## src/hw/pss_pkg.sv

```systemverilog
// Package: register map, field positions and reset values of the status block
package pss_pkg;
  // ==========================================================
  // Register indices (byte address is four times the index)
  localparam logic [5:0] IDX_STATE = 6'h11;
  localparam logic [5:0] IDX_IRQ_EN = 6'h12;
  localparam logic [5:0] IDX_PEND = 6'h13;
  localparam logic [5:0] IDX_CFG = 6'h14;
  localparam int ADR_W = 8;
  // ==========================================================
  // Status word fields
  localparam int ST_RATE_HI = 15;
  localparam int ST_RATE_LO = 14;
  localparam int ST_DUPLEX = 13;
  localparam int ST_PAGE = 12;
  localparam int ST_RESOLVED = 11;
  localparam int ST_LINK = 10;
  localparam int ST_CROSS_CD = 9;
  localparam int ST_CROSS_AB = 8;
  localparam int ST_DOWNSHIFT = 7;
  localparam int ST_SLEEP = 6;
  localparam int ST_CHPOL_HI = 5;
  localparam int ST_CHPOL_LO = 2;
  localparam int ST_POL10 = 1;
  localparam int ST_JABBER = 0;
  localparam logic [15:0] ST_RESET = 16'h0002;
  // Rate field codes
  localparam logic [1:0] RATE_10M = 2'h0;
  localparam logic [1:0] RATE_100M = 2'h1;
  localparam logic [1:0] RATE_1G = 2'h2;
  // ==========================================================
  // Enable and pending words: bits 9 and 7 are reserved
  localparam logic [15:0] EV_MASK = 16'hFD7F;
  localparam logic [15:0] EN_RESET = 16'h0000;
  localparam logic [15:0] PEND_RESET = 16'h0000;
  // ==========================================================
  // Configuration word: interrupt pin polarity
  localparam int CFG_INT_POL = 13;
  localparam logic [15:0] CFG_MASK = 16'h2000;
  localparam logic [15:0] CFG_RESET = 16'h2000;
endpackage

```

## src/hw/pss_status_irq.sv

```systemverilog
// Transceiver status word and interrupt enables behind a classic Wishbone slave
//
// Implementation choice: the Wishbone register port.
`timescale 1ns/10ps
module pss_status_irq (
  input wire logic clk_i,
  input wire logic rst_i,
  input wire logic ce_i,
  input wire logic cyc_i,
  input wire logic stb_i,
  input wire logic we_i,
  input wire logic [7:0] adr_i,
  input wire logic [3:0] sel_i,
  input wire logic [31:0] dat_i,
  output logic [31:0] dat_o,
  output logic ack_o,
  input wire logic [1:0] resolved_rate_field_i,
  input wire logic full_duplex_i,
  input wire logic page_rx_i,
  input wire logic neg_resolved_i,
  input wire logic link_up_i,
  input wire logic crossover_pairs_cd_i,
  input wire logic crossover_pairs_ab_i,
  input wire logic downshift_active_flag_i,
  input wire logic sleep_i,
  input wire logic [3:0] channel_polarity_flags_i,
  input wire logic pol10_ok_i,
  input wire logic jabber_i,
  input wire logic [15:0] events_i,
  output logic int_o
);

  // ==========================================================
  // Register decode
  // Misaligned byte addresses fall to the unmapped answer.
  function automatic logic hit(input logic [7:0] adr, input logic [5:0] idx);
    hit = (adr[7:2] == idx) && (adr[1:0] == 2'h0);
  endfunction

  // Byte-lane merge of a 16-bit register; only writable bits change
  function automatic logic [15:0] merge(input logic [15:0] old,
                                        input logic [31:0] wd,
                                        input logic [3:0] sel,
                                        input logic [15:0] wmask);
    logic [15:0] lanes;
    lanes = {{8{sel[1]}}, {8{sel[0]}}} & wmask;
    merge = (old & ~lanes) | (wd[15:0] & lanes);
  endfunction

  logic [15:0] state_word;
  logic [15:0] irq_en;
  logic [15:0] pend;
  logic [15:0] cfg;

  // A request is taken once; ack high blocks a second take of the same cycle
  wire req = cyc_i && stb_i && !ack_o;
  wire take = ce_i && req;
  wire wr = take && we_i;
  wire rd = take && !we_i;
  wire sel_state = hit(adr_i, pss_pkg::IDX_STATE);
  wire sel_en = hit(adr_i, pss_pkg::IDX_IRQ_EN);
  wire sel_pend = hit(adr_i, pss_pkg::IDX_PEND);
  wire sel_cfg = hit(adr_i, pss_pkg::IDX_CFG);
  wire rd_state = rd && sel_state;
  wire rd_pend = rd && sel_pend;

  // ==========================================================
  // Status word
  // Live fields are resampled each enabled cycle so the output is a flop.
  wire [15:0] next_state_word = {
    resolved_rate_field_i,
    full_duplex_i,
    page_rx_i || (state_word[pss_pkg::ST_PAGE] && !rd_state),
    neg_resolved_i,
    link_up_i,
    crossover_pairs_cd_i,
    crossover_pairs_ab_i,
    downshift_active_flag_i,
    sleep_i,
    channel_polarity_flags_i,
    pol10_ok_i,
    jabber_i
  };

  // Reset puts polarity-correct in bit 1, everything else low
  always_ff @(posedge clk_i) begin
    if (rst_i) begin
      state_word <= pss_pkg::ST_RESET;
    end else if (ce_i) begin
      state_word <= next_state_word;
    end
  end

  // ==========================================================
  // Enable and configuration words
  // Reserved enable bits are outside the write mask, so they stay 0.
  wire [15:0] next_irq_en = merge(irq_en, dat_i, sel_i, pss_pkg::EV_MASK);
  wire [15:0] next_cfg = merge(cfg, dat_i, sel_i, pss_pkg::CFG_MASK);

  always_ff @(posedge clk_i) begin
    if (rst_i) begin
      irq_en <= pss_pkg::EN_RESET;
      cfg <= pss_pkg::CFG_RESET;
    end else if (wr) begin
      if (sel_en) begin
        irq_en <= next_irq_en;
      end
      if (sel_cfg) begin
        cfg <= next_cfg;
      end
    end
  end

  // ==========================================================
  // Pending event bits, cleared by a read of the pending word
  // A set arriving in the clearing cycle wins, so no event is lost.
  wire [15:0] next_pend;
  genvar gi;
  generate
    for (gi = 0; gi < 16; gi++) begin : g_pend
      if (pss_pkg::EV_MASK[gi]) begin : g_live
        assign next_pend[gi] = events_i[gi] || (pend[gi] && !rd_pend);
      end else begin : g_rsvd
        assign next_pend[gi] = 1'b0;
      end
    end
  endgenerate

  // One register holds the whole word, so every bit has a single writer
  always_ff @(posedge clk_i) begin
    if (rst_i) begin
      pend <= pss_pkg::PEND_RESET;
    end else if (ce_i) begin
      pend <= next_pend;
    end
  end

  // ==========================================================
  // Interrupt pin
  // Only enabled pending bits reach the pin; pending itself is ungated.
  wire irq_any = |(pend & irq_en);
  wire int_pol_low = cfg[pss_pkg::CFG_INT_POL];
  wire next_int = irq_any ? !int_pol_low : int_pol_low;

  always_ff @(posedge clk_i) begin
    if (rst_i) begin
      int_o <= pss_pkg::CFG_RESET[pss_pkg::CFG_INT_POL];
    end else if (ce_i) begin
      int_o <= next_int;
    end
  end

  // ==========================================================
  // Bus answer
  // Data is captured at the taking edge, so the clear-on-read side
  // effect and the returned value come from the same snapshot.
  wire [15:0] rd_word = sel_state ? state_word :
                        sel_en ? irq_en :
                        sel_pend ? pend :
                        sel_cfg ? cfg : 16'h0000;
  wire [31:0] next_dat = {16'h0000, rd_word};

  always_ff @(posedge clk_i) begin
    if (rst_i) begin
      ack_o <= 1'b0;
      dat_o <= 32'h0000_0000;
    end else if (ce_i) begin
      ack_o <= req;
      if (rd) begin
        dat_o <= next_dat;
      end
    end
  end

  // ==========================================================
  // Checks
  chk_ack_one_cycle: assert property (@(posedge clk_i) disable iff (rst_i)
    (ce_i && req && !rst_i) |=> ack_o)
    else $error("ack missing one cycle after request");

  chk_ack_single_pulse: assert property (@(posedge clk_i) disable iff (rst_i)
    (ce_i && ack_o) |=> !ack_o)
    else $error("ack held for more than one cycle");

  chk_rate_follows: assert property (@(posedge clk_i) disable iff (rst_i)
    (ce_i && !rst_i) |=> state_word[15:14] == $past(resolved_rate_field_i))
    else $error("rate field does not follow its source");

  // Live status fields: each bit shows its input one enabled cycle later
  chk_duplex_follows: assert property (@(posedge clk_i) disable iff (rst_i)
    (ce_i && !rst_i) |=> state_word[pss_pkg::ST_DUPLEX] == $past(full_duplex_i))
    else $error("duplex bit does not follow its source");

  chk_resolved_follows: assert property (@(posedge clk_i) disable iff (rst_i)
    (ce_i && !rst_i) |=> state_word[pss_pkg::ST_RESOLVED] == $past(neg_resolved_i))
    else $error("resolution bit does not follow its source");

  chk_link_follows: assert property (@(posedge clk_i) disable iff (rst_i)
    (ce_i && !rst_i) |=> state_word[pss_pkg::ST_LINK] == $past(link_up_i))
    else $error("link bit does not follow its source");

  chk_cross_follows: assert property (@(posedge clk_i) disable iff (rst_i)
    (ce_i && !rst_i) |=> state_word[pss_pkg::ST_CROSS_CD -: 2] ==
    $past({crossover_pairs_cd_i, crossover_pairs_ab_i}))
    else $error("crossover bits do not follow their sources");

  chk_downshift_follows: assert property (@(posedge clk_i) disable iff (rst_i)
    (ce_i && !rst_i) |=> state_word[pss_pkg::ST_DOWNSHIFT] == $past(downshift_active_flag_i))
    else $error("downshift bit does not follow its source");

  chk_sleep_follows: assert property (@(posedge clk_i) disable iff (rst_i)
    (ce_i && !rst_i) |=> state_word[pss_pkg::ST_SLEEP] == $past(sleep_i))
    else $error("sleep bit does not follow its source");

  chk_chpol_follows: assert property (@(posedge clk_i) disable iff (rst_i)
    (ce_i && !rst_i) |=> state_word[pss_pkg::ST_CHPOL_HI:pss_pkg::ST_CHPOL_LO] ==
    $past(channel_polarity_flags_i))
    else $error("channel polarity bits do not follow their sources");

  chk_pol10_follows: assert property (@(posedge clk_i) disable iff (rst_i)
    (ce_i && !rst_i) |=> state_word[pss_pkg::ST_POL10] == $past(pol10_ok_i))
    else $error("10M polarity bit does not follow its source");

  chk_jabber_follows: assert property (@(posedge clk_i) disable iff (rst_i)
    (ce_i && !rst_i) |=> state_word[pss_pkg::ST_JABBER] == $past(jabber_i))
    else $error("jabber bit does not follow its source");

  chk_page_latch_set: assert property (@(posedge clk_i) disable iff (rst_i)
    (ce_i && !rd_state && state_word[pss_pkg::ST_PAGE]) |=>
    state_word[pss_pkg::ST_PAGE])
    else $error("page flag lost without a status read");

  chk_page_read_clear: assert property (@(posedge clk_i) disable iff (rst_i)
    (rd_state && !page_rx_i) ##1 !(ce_i && page_rx_i) |=>
    !state_word[pss_pkg::ST_PAGE])
    else $error("page flag not cleared by status read");

  chk_jabber_kept: assert property (@(posedge clk_i) disable iff (rst_i)
    (rd_state && jabber_i) |=> state_word[pss_pkg::ST_JABBER])
    else $error("jabber mirror cleared by read");

  chk_rsvd_enables: assert property (@(posedge clk_i) disable iff (rst_i)
    ##1 (!irq_en[9] && !irq_en[7] && !pend[9] && !pend[7]))
    else $error("reserved enable or pending bit set");

  chk_reset_values: assert property (@(posedge clk_i)
    rst_i |=> (irq_en == 16'h0000 && cfg[13] && state_word[1] && int_o))
    else $error("reset values wrong");

  chk_pend_ungated: assert property (@(posedge clk_i) disable iff (rst_i)
    (ce_i && !rst_i && (events_i & pss_pkg::EV_MASK) != 16'h0000) |=>
    ((pend & $past(events_i & pss_pkg::EV_MASK)) ==
     $past(events_i & pss_pkg::EV_MASK)))
    else $error("event did not set its pending bit");

  chk_int_level: assert property (@(posedge clk_i) disable iff (rst_i)
    ce_i |=> int_o == ($past(irq_any) ? !$past(int_pol_low) : $past(int_pol_low)))
    else $error("interrupt pin level wrong for polarity");

  chk_int_needs_enable: assert property (@(posedge clk_i) disable iff (rst_i)
    (ce_i && (pend & irq_en) == 16'h0000) |=> int_o == $past(int_pol_low))
    else $error("interrupt raised with no enabled pending event");

  chk_int_holds: assert property (@(posedge clk_i) disable iff (rst_i)
    (ce_i && irq_any && !rd_pend && !wr) |=> irq_any)
    else $error("enabled pending event dropped without a read");

  // Enable and polarity writes land with the written lanes; reserved bits stay 0
  chk_en_write: assert property (@(posedge clk_i) disable iff (rst_i)
    (wr && sel_en && sel_i[1:0] == 2'h3) |=>
    irq_en == ($past(dat_i[15:0]) & pss_pkg::EV_MASK))
    else $error("enable word write not applied");

  chk_cfg_write: assert property (@(posedge clk_i) disable iff (rst_i)
    (wr && sel_cfg && sel_i[1]) |=>
    cfg[pss_pkg::CFG_INT_POL] == $past(dat_i[pss_pkg::CFG_INT_POL]))
    else $error("interrupt polarity write not applied");

  chk_pend_cleared: assert property (@(posedge clk_i) disable iff (rst_i)
    (rd_pend && (events_i & pss_pkg::EV_MASK) == 16'h0000) |=> !irq_any)
    else $error("interrupt source left after pending read");

  chk_unmapped_zero: assert property (@(posedge clk_i) disable iff (rst_i)
    (rd && !(sel_state || sel_en || sel_pend || sel_cfg)) |=> dat_o == 32'h0000_0000)
    else $error("unmapped read returned nonzero data");

  chk_freeze_hold: assert property (@(posedge clk_i) disable iff (rst_i)
    (!ce_i && !rst_i) |=> ($stable(state_word) && $stable(pend) && $stable(irq_en) &&
    $stable(cfg) && $stable(ack_o) && $stable(int_o)))
    else $error("state changed while clock enable was low");

endmodule
```

## config.mk

```make
export PLATFORM = sky130hd
export DESIGN_NAME = pss_status_irq
export DESIGN_NICKNAME = d
export VERILOG_FILES = /design/src/hw/pss_pkg.sv /design/src/hw/pss_status_irq.sv
export SDC_FILE = /design/constraint.sdc
export NUM_CORES = 1
export LEC_CHECK = 0
export ABC_AREA = 0
export BUFFER_PORTS_ARGS = -buffer_cell sky130_fd_sc_hd__buf_2
export CORE_MARGIN = 3
export CORE_UTILIZATION = 40
export CTS_CLUSTER_SIZE = 30
export DETAILED_ROUTE_END_ITERATION = 10
export PLACE_DENSITY = 0.64
export SLEW_MARGIN = 40
export SYNTH_ARGS = -nofsm -noshare
export SYNTH_HDL_FRONTEND = slang
export SYNTH_SLANG_ARGS = --single-unit
export TNS_END_PERCENT = 50
```

## constraint.sdc

```tcl
create_clock -name clk_i -period 4 [get_ports clk_i]
set_input_delay 0.2 -clock clk_i [delete_from_list [all_inputs] [get_ports clk_i]]
set_output_delay 0.2 -clock clk_i [all_outputs]
set_load 0.02 [all_outputs]
```

==> results.cfg, run 1 <==
[worst_setup_path]
startpoint_type = register
crit-reg2reg-launch = ack_o
required_ns = 4.24
cp_max_fo = 17
worstSetupPathType = reg -> reg
reg2reg_depth = 4
critPathCaptureType = register
crit_arrival_ns = 2.06
ff2ff_setup_slack_ns = 2.19
timing.rr.end = state_word[12]

[finish]
multi_input_area_um2 = 1399
drive_gt1_frac = 0.2778
final_common_cell = buf_2
fin_area_um2 = 3418
diodes = 0
layoutNonFillerInstCount = 492
final_cell_mix = 76 x buf_2, 63 x dfxtp_1, 42 x o21ai_0, 33 x a21oi_1, 31 x nor2_1
fill_cells = 719
fin_util = 0.4976
syn2layout_area_growth_pct = 19.82
final-seq-area_um2 = 1261
final_nets = 473

[place]
dp_cells = 476
port_buffers = 77
placed_area_um2 = 3206
place.gp.congestion = 0.7621
dpl.hpwl_mm = 5.169

[power]
finalPower_mw = 1.404
p_leak_nw = 1.511
peakVddDrop_v = 0.0002462
cellPowerDensity_nw_per_um2 = 410.8

[floorplanning]
dieHeight_um = 90.45
initial_core_util = 0.4153
core_um2 = 6869
dieArea_um2 = 8181
die_w_um = 90.45
rows = 30
io_pins = 116

[yosys]
yosysTopAreaCell = dfxtp_1
syn-cell-area_um2 = 2853
synth_cell_types = 37
synth_cells = 328
synth-seq-cells = 63
synth_area_leaders = dfxtp_1 44%, o21ai_0 7.4%, a21oi_1 5.8%, mux2i_1 5.6%, mux2_2 5.1%
ys_seq_area_frac = 0.4421
syn_area_per_cell_um2 = 8.697
synth_warnings = 0
synth_top_area_share = 0.4421

[routing]
drt_iter0_drc = 147
via_count = 2592
drc_errors = 0
wire_per_inst_um = 15.03
drt_first_pass_iters = 4
routed_via_density = 5.268
drt-total-wl_mm = 7.396
ant_nets = 0

[timing]
rsz0062_at_grt = no
fin_crit_sh = 0.4528
finalSetupTns_ns = 0
fin_worst_skew_ns = 0.005600
tightest_slew_ns = 0.6497
slew_headroom = 0.5669
finalSetupViolations = 0
hold_viol_final = 0
timing.final.crit_period_ns = 1.811
max_freq_ghz = 0.5521
drv_slew = 0

[clock_tree]
clkTransAtPathRegs_ns = 0.07
htreeDepth = 3
clk-insertion-delay-late_ns = 0.35
root_buffer = clkbuf_8
cts_sinks = 63
cts_hold_buffers = 0
cts_tree = yes
cts_resized = 0
cts_setup_buffers = 0
numCtsBuffers = 9
clockBufferDepth = 2

[worst_hold_path]
hold_path_depth = 3
hp-start = pol10_ok_i
min_to = state_word[1]
hold_path.class = in -> reg

[global_routing]
grt_pass1_vias = 2513
grtUsageTotal = 0.1834
grt_pass1_wl_mm = 12.04
antenna_found_initial = 0
grt_max_degree = 49
overflow = 0

[outcome]
status = completed

[flow_run]
maxCapViolCount = 0
where the power goes:
group          internal, mW  total, mW  switching [mW]
Combinational        0.0551      0.137          0.0816
Sequential            0.652      0.667          0.0145
Clock                 0.348      0.601           0.253
Total                  1.06       1.40           0.349
area by class of cell:
type	count	area share
clock buffers	10	0.03734
clock inverters	6	0.02489
inverters	4	0.004392
multi-input cells	234	0.4092
flip-flops and latches	63	0.3690
well taps	96	0.03514
repair buffers	79	0.1201
Yosys cell counts (all sizes together):
master / count
or4b: 1
and4: 1
nand2b: 3
o31a: 1
buf: 23
o21a: 1
a311o: 1
clkbuf: 19
and2b: 1
mux2: 13
conb: 1
and2: 2
nor3: 2
nor4: 1
and4b: 1
nor2: 31
o31ai: 1
inv: 4
o32ai: 1
nand2: 19
a21boi: 1
a21oi: 33
nand3: 13
nor4b: 1
nor2b: 2
nand4: 8
mux2i: 16
o21ai: 42
a22oi: 7
and3: 1
dfxtp: 63
a221oi: 14
critical path, cell delays in order (launching register included):
cell and delay (ns):
dfxtp_1 0.33, and4b_1 0.47, and2b_1 0.53, a21boi_0 0.18, o21a_1 0.21
how the worst max path moves through the flow:
| stage | from | endpoint | slack, ns |
|---|---|---|---|
| 2_1_floorplan | adr_i[2] | dat_o[0] | 2.36 |
| 3_3_place_gp | ce_i | dat_o[13] | 1.56 |
| 3_5_place_dp | ce_i | state_word[12] | 1.85 |
| 4_1_cts | ack_o | state_word[12] | 2.20 |
| 5_1_grt | ack_o | state_word[12] | 2.08 |
| 6_report | ack_o | state_word[12] | 2.19 |
per-layer routing:
layer / part of all wire / global-route usage / vias to the layer above
li1: - / - / 1273
met1: 0.44 / 0.2337 / 1215
met2: 0.48 / 0.2925 / 92
met3: 0.069 / 0.06667 / 12
met4: 0.016 / 0.05102 / 0
met5: 0 / 0 / -
cell families after synthesis:
group,after synthesis,synth area share
muxes,29,0.1075
and+or+nand+nor,87,0.1504
buffers and inverters,46,0.08816
DFF,63,0.4421
other,1,0.001315
AOI/OAI and AO/OA,102,0.2105
through the flow:
step / hold WS (ns) / setup WS, ns
2_1_floorplan: 0.3284 / 2.365
3_3_place_gp: 0.4233 / 1.558
3_5_place_dp: 0.4312 / 1.850
4_1_cts: 0.06417 / 2.200
5_1_grt: 0.07969 / 2.076
6_report: 0.07485 / 2.189
Power figures use the tool's default switching activity.
==> run 2, diff against run 1 <==
--- a/config.mk
+++ b/config.mk
@@ -5,13 +5,13 @@
 export SDC_FILE = /design/constraint.sdc
 export NUM_CORES = 1
 export LEC_CHECK = 0
-export ABC_AREA = 0
+export ABC_AREA = 1
 export BUFFER_PORTS_ARGS = -buffer_cell sky130_fd_sc_hd__buf_2
 export CORE_MARGIN = 3
 export CORE_UTILIZATION = 40
 export CTS_CLUSTER_SIZE = 30
 export DETAILED_ROUTE_END_ITERATION = 10
-export PLACE_DENSITY = 0.64
+export PLACE_DENSITY = 0.66
 export SLEW_MARGIN = 40
 export SYNTH_ARGS = -nofsm -noshare
 export SYNTH_HDL_FRONTEND = slang
==> constraint.sdc (replaced) <==
create_clock -name clk_i -period 1.65 [get_ports clk_i]
set_input_delay 0.0825 -clock clk_i [delete_from_list [all_inputs] [get_ports clk_i]]
set_output_delay 0.0825 -clock clk_i [all_outputs]
set_load 0.02 [all_outputs]
==> run 2 against run 1 <==
Compared with the run above:
- clock skew is 0.0014 ns lower
- worst hold slack worse by 0.067 ns
- maximum frequency up 29%
- total power increased to 2.6 times the previous value
- core utilization grew 5.9 points
- synthesized cell count up 42%
- critical endpoint is now pend[1]
- highest routed layer unchanged
==> results.cfg, run 2 <==
[outcome]
status = completed

[timing]
slew_headroom = 0.5725
max_freq_ghz = 0.7119
fin_worst_skew_ns = 0.004215
tightest_slew_ns = 0.6406
rsz0062_at_grt = no
finalSetupViolations = 0
drv_slew = 0
finalSetupTns_ns = 0
timing.hold.ws_ns = 0.008028
hold_viol_final = 0
timing.final.crit_period_ns = 1.405
fin_crit_sh = 0.8513

[power]
swShare = 0.2336
combPwrFrac = 0.099
seqPwrFrac = 0.444
power_switching_mw = 0.8462
peakVddDrop_v = 0.0003965
p_leak_nw = 1.938
finalPower_mw = 3.623
clkPwrFrac = 0.457
cellPowerDensity_nw_per_um2 = 883.1
power.internal_mw = 2.777

[floorplanning]
dieArea_um2 = 8813
initial_core_util = 0.4192
rows = 31
die_w_um = 93.88
dieHeight_um = 93.88
io_pins = 116
core_um2 = 7370

[worst_setup_path]
cp_slowest_cell = nand2_1
cp_num_buf_inv = 1
required_ns = 1.87
cp_common_cell = nand2_1
startpoint_type = register
crit_arrival_ns = 1.62
critPathCaptureType = register
worstSetupPathType = reg -> reg
slowest_delay_ns = 0.34
cpLargestDelayFamily = simple AND/OR/NAND/NOR gates
cp_max_fo = 14
crit_chain = inv_1 -> nand2_2 -> nor3_4 -> nand2_1 -> nand2_1 -> a21oi_1

[yosys]
syn-cell-area_um2 = 3089
ys_seq_area_frac = 0.4083
synth_area_leaders = dfxtp_1 41%, nand2_1 16%, nor2_1 8.7%, nand3_1 6.5%, a21oi_1 5.7%
synth_warnings = 0
synth_cells = 467
synthMostInstantiatedCell = nand2_1
synth-seq-cells = 63
ys.flop_type = dfxtp_1
yosysTopAreaCell = dfxtp_1
synth_cell_types = 21
synth_common_cells = 129 x nand2_1, 72 x nor2_1, 63 x dfxtp_1, 40 x nand3_1, 35 x a21oi_1
synth_top_area_share = 0.4083
synth-edff-count = 0
synthArstFlopShare = 0
syn_area_per_cell_um2 = 6.615

[flow_run]
maxCapViolCount = 0

[routing]
ant_nets = 0
via_count = 3175
wire_per_inst_um = 12.11
routed_via_density = 4.662
drt-total-wl_mm = 8.248
drt_first_pass_iters = 4
drt_iter0_drc = 128
drc_errors = 0

[clock_tree]
cts_hold_buffers = 33
cts_resized = 0
clockBufferDepth = 2
htreeDepth = 3
numCtsBuffers = 9
cts_setup_buffers = 0
root_buffer = clkbuf_8
cts_sinks = 63
cts_tree = yes
clk-insertion-delay-late_ns = 0.35
clkTransAtPathRegs_ns = 0.07

[global_routing]
grt_pass1_wl_mm = 13.63
grt_pass1_vias = 3023
grt_max_degree = 42
overflow = 0
antenna_found_initial = 0
grtUsageTotal = 0.1984

[finish]
final_nets = 659
diodes = 0
drive_gt1_frac = 0.1976
multi_input_area_um2 = 1538
final_common_cell = nand2_1
final-seq-area_um2 = 1261
fill_cells = 732
final_cell_mix = 129 x nand2_1, 77 x buf_2, 72 x nor2_1, 63 x dfxtp_1, 40 x nand3_1
syn2layout_area_growth_pct = 32.81

[place]
place.gp.congestion = 0.8810
dpl.hpwl_mm = 5.802
port_buffers = 77

[worst_hold_path]
hold_path.class = in -> reg
==> run 2: logic make-up (layout without fill, tap and decap cells) <==
family                 Yosys count  after routing  share of synthesized area
AO/OA/AOI/OAI                   51             51                    0.08263
AND/OR/NAND/NOR                280            280                     0.3957
flip-flops                      63             63                     0.4083
buffers and inverters           72            172                     0.1122
other                            1             16                   0.001214
==> run 2: final timing paths <==
check	from	endpoint	slack [ns]	cells past startpoint
worst max-delay path	ack_o	pend[1]	0.25	6
worst min-delay path	dat_i[3]	register	0.008	3
worst max register to register	ack_o	pend[1]	0.25	6
worst min register to register	state_word[7]	dat_o[7]	0.46	2
==> run 2: stage by stage <==
| step | cells | util | worst slack (ns) | instance area, um2 |
|---|---|---|---|---|
| floorplan | 482 | - | 0.2722 | 3146 |
| detailed placement | 632 | 0.4784 | 0.1527 | 3526 |
| finish | 681 | 0.5567 | 0.2454 | 4103 |
| CTS | 681 | 0.5567 | 0.2284 | 4103 |
| global route | 681 | 0.5567 | 0.05541 | 4103 |
| global placement | 632 | 0.4784 | 0.2008 | 3526 |
==> run 2: area by class of cell <==
cell class              instances  area share
clock buffers                  11     0.03446
flip-flops and latches         63      0.3074
multi-input cells             347      0.3748
repair buffers                122      0.1964
clock inverters                 5     0.02562
inverters                      34     0.03111
well taps                      99     0.03019
==> run 2: worst min-delay path: cells and delay by family <==
kind                   cells  cell delay [ns]
buffers and inverters      1             0.07
AND/OR/NAND/NOR            2             0.15
==> run 2: power by group through the flow <==
stage               registers [mW]  logic (mW)  clock network (mW)
floorplan                     1.63       0.205                   0
global placement              1.64       0.292                   0
detailed placement            1.64       0.298                   0
CTS                           1.61       0.358                1.69
global route                  1.61       0.406                1.75
finish                        1.61       0.359                1.66
==> run 2: routing by layer <==
layer  wire length [um]  vias up  track usage  share of wire
met3                554       11      0.05929          0.067
met2               3839      100       0.3199           0.47
met1               3738     1391       0.2499           0.45
met5                  0        -            0              0
met4                114        0      0.07220          0.014
li1                   -     1673            -              -
==> run 3, diff against run 2 <==
--- a/config.mk
+++ b/config.mk
@@ -7,11 +7,12 @@
 export LEC_CHECK = 0
 export ABC_AREA = 1
 export BUFFER_PORTS_ARGS = -buffer_cell sky130_fd_sc_hd__buf_2
+export CORE_ASPECT_RATIO = 1.2
 export CORE_MARGIN = 3
-export CORE_UTILIZATION = 40
+export CORE_UTILIZATION = 35
 export CTS_CLUSTER_SIZE = 30
 export DETAILED_ROUTE_END_ITERATION = 10
-export PLACE_DENSITY = 0.66
+export PLACE_DENSITY = 0.58
 export SLEW_MARGIN = 40
 export SYNTH_ARGS = -nofsm -noshare
 export SYNTH_HDL_FRONTEND = slang
==> run 3 against run 2 <==
Compared with the run above:
- count of clock-buffer cells in the layout up 2
- maximum frequency down 5.0%
- global-route usage down 2.5 points
- critical path depth up 3
- sequential power about the same
- first-iteration DRC count down 22%
- core utilization down 7.0 points
- non-clock buffer count down 1
- clock skew up 0.0016 ns
- clock power down 23%
- critical path type unchanged
- critical endpoint is now dat_o[3]
==> results.cfg, run 3 (synthesized netlist as in run 2, its figures left out) <==
[timing]
fin_worst_skew_ns = 0.005865
rsz0062_at_grt = no
finalSetupTns_ns = 0
drv_slew = 0
fin_crit_sh = 0.8961
hold_viol_final = 0
max_freq_ghz = 0.6763
timing.hold.ws_ns = 0.01661
timing.final.crit_period_ns = 1.479
finalSetupViolations = 0

[clock_tree]
clkTransAtPathRegs_ns = 0.07
cts_tree = yes
clk-insertion-delay-late_ns = 0.34
numCtsBuffers = 9
cts_sinks = 63
clockBufferDepth = 2
htreeDepth = 3
root_buffer = clkbuf_8

[global_routing]
grt.busiest_layer = met2
met2_usage = 0.2862
grtUsageMet1 = 0.2161
grt_pass1_vias = 2921
overflow = 0
antenna_found_initial = 0
grtUsageTotal = 0.1736
grt_pass1_wl_mm = 13.64
grt_max_degree = 33
grt_use_met3 = 0.04141

[worst_setup_path]
startpoint_type = register
cp_max_fo = 13
crit_arrival_ns = 1.76
crit-reg2reg-launch = ack_o
critPathCaptureType = register
worstSetupPathType = reg -> reg
cp_slowest_cell = dfxtp_1
timing.rr.end = dat_o[3]
required_ns = 1.93
ff2ff_setup_slack_ns = 0.17
slowest_delay_ns = 0.33
reg2reg_depth = 9
crit_chain = inv_1 -> nand2_2 -> nor3_4 -> buf_4 -> buf_4 -> nand3_1 -> nand2_1 -> inv_1 -> a21oi_1

[power]
seqPwrFrac = 0.497
peakVddDrop_v = 0.0003777
combPwrFrac = 0.111
cellPowerDensity_nw_per_um2 = 797.9
power.internal_mw = 2.431
swShare = 0.2483
finalPower_mw = 3.235
clkPwrFrac = 0.392
p_leak_nw = 1.925
power_switching_mw = 0.8031

[finish]
layoutNonFillerInstCount = 695
final_cell_mix = 129 x nand2_1, 77 x buf_2, 72 x nor2_1, 63 x dfxtp_1, 40 x nand3_1
final_common_cell = nand2_1
diodes = 0
syn2layout_area_growth_pct = 31.23
final_nets = 658
drive_gt1_frac = 0.2031

[floorplanning]
io_pins = 116
rows = 36
die_w_um = 91.76
core_um2 = 8333
dieHeight_um = 108.9
dieArea_um2 = 9994
initial_core_util = 0.3707

[routing]
wire_per_inst_um = 12.10
ant_nets = 0
routed_via_density = 4.545
via_count = 3159
drc_errors = 0
drt-total-wl_mm = 8.412
drt_iter0_drc = 100
drt_first_pass_iters = 4

[place]
port_buffers = 77
place.gp.congestion = 0.8673
dp_cells = 647
dpl.hpwl_mm = 6.057

[worst_hold_path]
hold_path_depth = 3
hp-start = dat_i[4]
hold_path.class = in -> reg

[outcome]
status = completed

[flow_run]
maxCapViolCount = 0
run 3: cell types whose count changed in the layout (fill, tap and decap cells not counted), sizes merged:
| cell | delta |
|---|---|
| bufinv | -3 |
| clkinv | +3 |
| dlygate4sd3 | -3 |
| buf | +2 |
| clkbuf | +2 |
| clkinvlp | -2 |
run 3: timing repair:
action / CTS / global route
hold buffers: 30 / 0
buffers inserted: 0 / 2
endpoints found under the hold margin: 30 / 0
gates resized for setup: 0 / 0
endpoints found under the setup margin: 0 / 9
run 3: power groups by stage:
| stage | clock network [mW] | logic, mW | registers (mW) |
|---|---|---|---|
| after CTS | 1.32 | 0.359 | 1.61 |
| final | 1.27 | 0.359 | 1.61 |
| after floorplan | 0 | 0.205 | 1.63 |
| after global placement | 0 | 0.298 | 1.64 |
| after global routing | 1.40 | 0.399 | 1.61 |
| after detailed placement | 0 | 0.304 | 1.64 |
run 3: cell type report:
type                    count  area [um2]
fillers                   890        4279
multi-input cells         347        1538
flip-flops and latches     63        1261
repair buffers            121       790.8
clock buffers              13       178.9
well taps                 114       142.6
inverters                  34       127.6
clock inverters             3       15.01
run 3: critical path: cells and delay by family (launching register included):
kind / cells / cell delay (ns)
AOI/OAI and AO/OA: 1 / 0.12
and+or+nand+nor: 4 / 0.50
DFF: 1 / 0.33
buffers and inverters: 4 / 0.47
run 3: metrics by stage:
stage                     setup WS [ns]  instance area, um2    util
after floorplan                  0.2722                3146       -
after global placement           0.2111                3545  0.4254
after detailed placement         0.1574                3545  0.4254
after CTS                        0.1498                4039  0.4847
after global routing           0.002563                4054  0.4865
final                            0.1714                4054  0.4865
run 3: how the worst max path moves through the flow:
stage / startpoint / end / slack [ns] / depth (start not counted)
floorplan: ack_o / register / 0.27 / 9
global route: ack_o / dat_o[10] / 0.003 / 9
detailed placement: ack_o / pend[15] / 0.16 / 6
CTS: ack_o / pend[15] / 0.15 / 6
global placement: ack_o / pend[15] / 0.21 / 6
finish: ack_o / dat_o[3] / 0.17 / 9
run 3: per-layer routing:
metal,wire length (um),part of all wire
met1,3869,0.46
met2,3893,0.46
met3,484,0.058
met4,164,0.019
met5,0,0
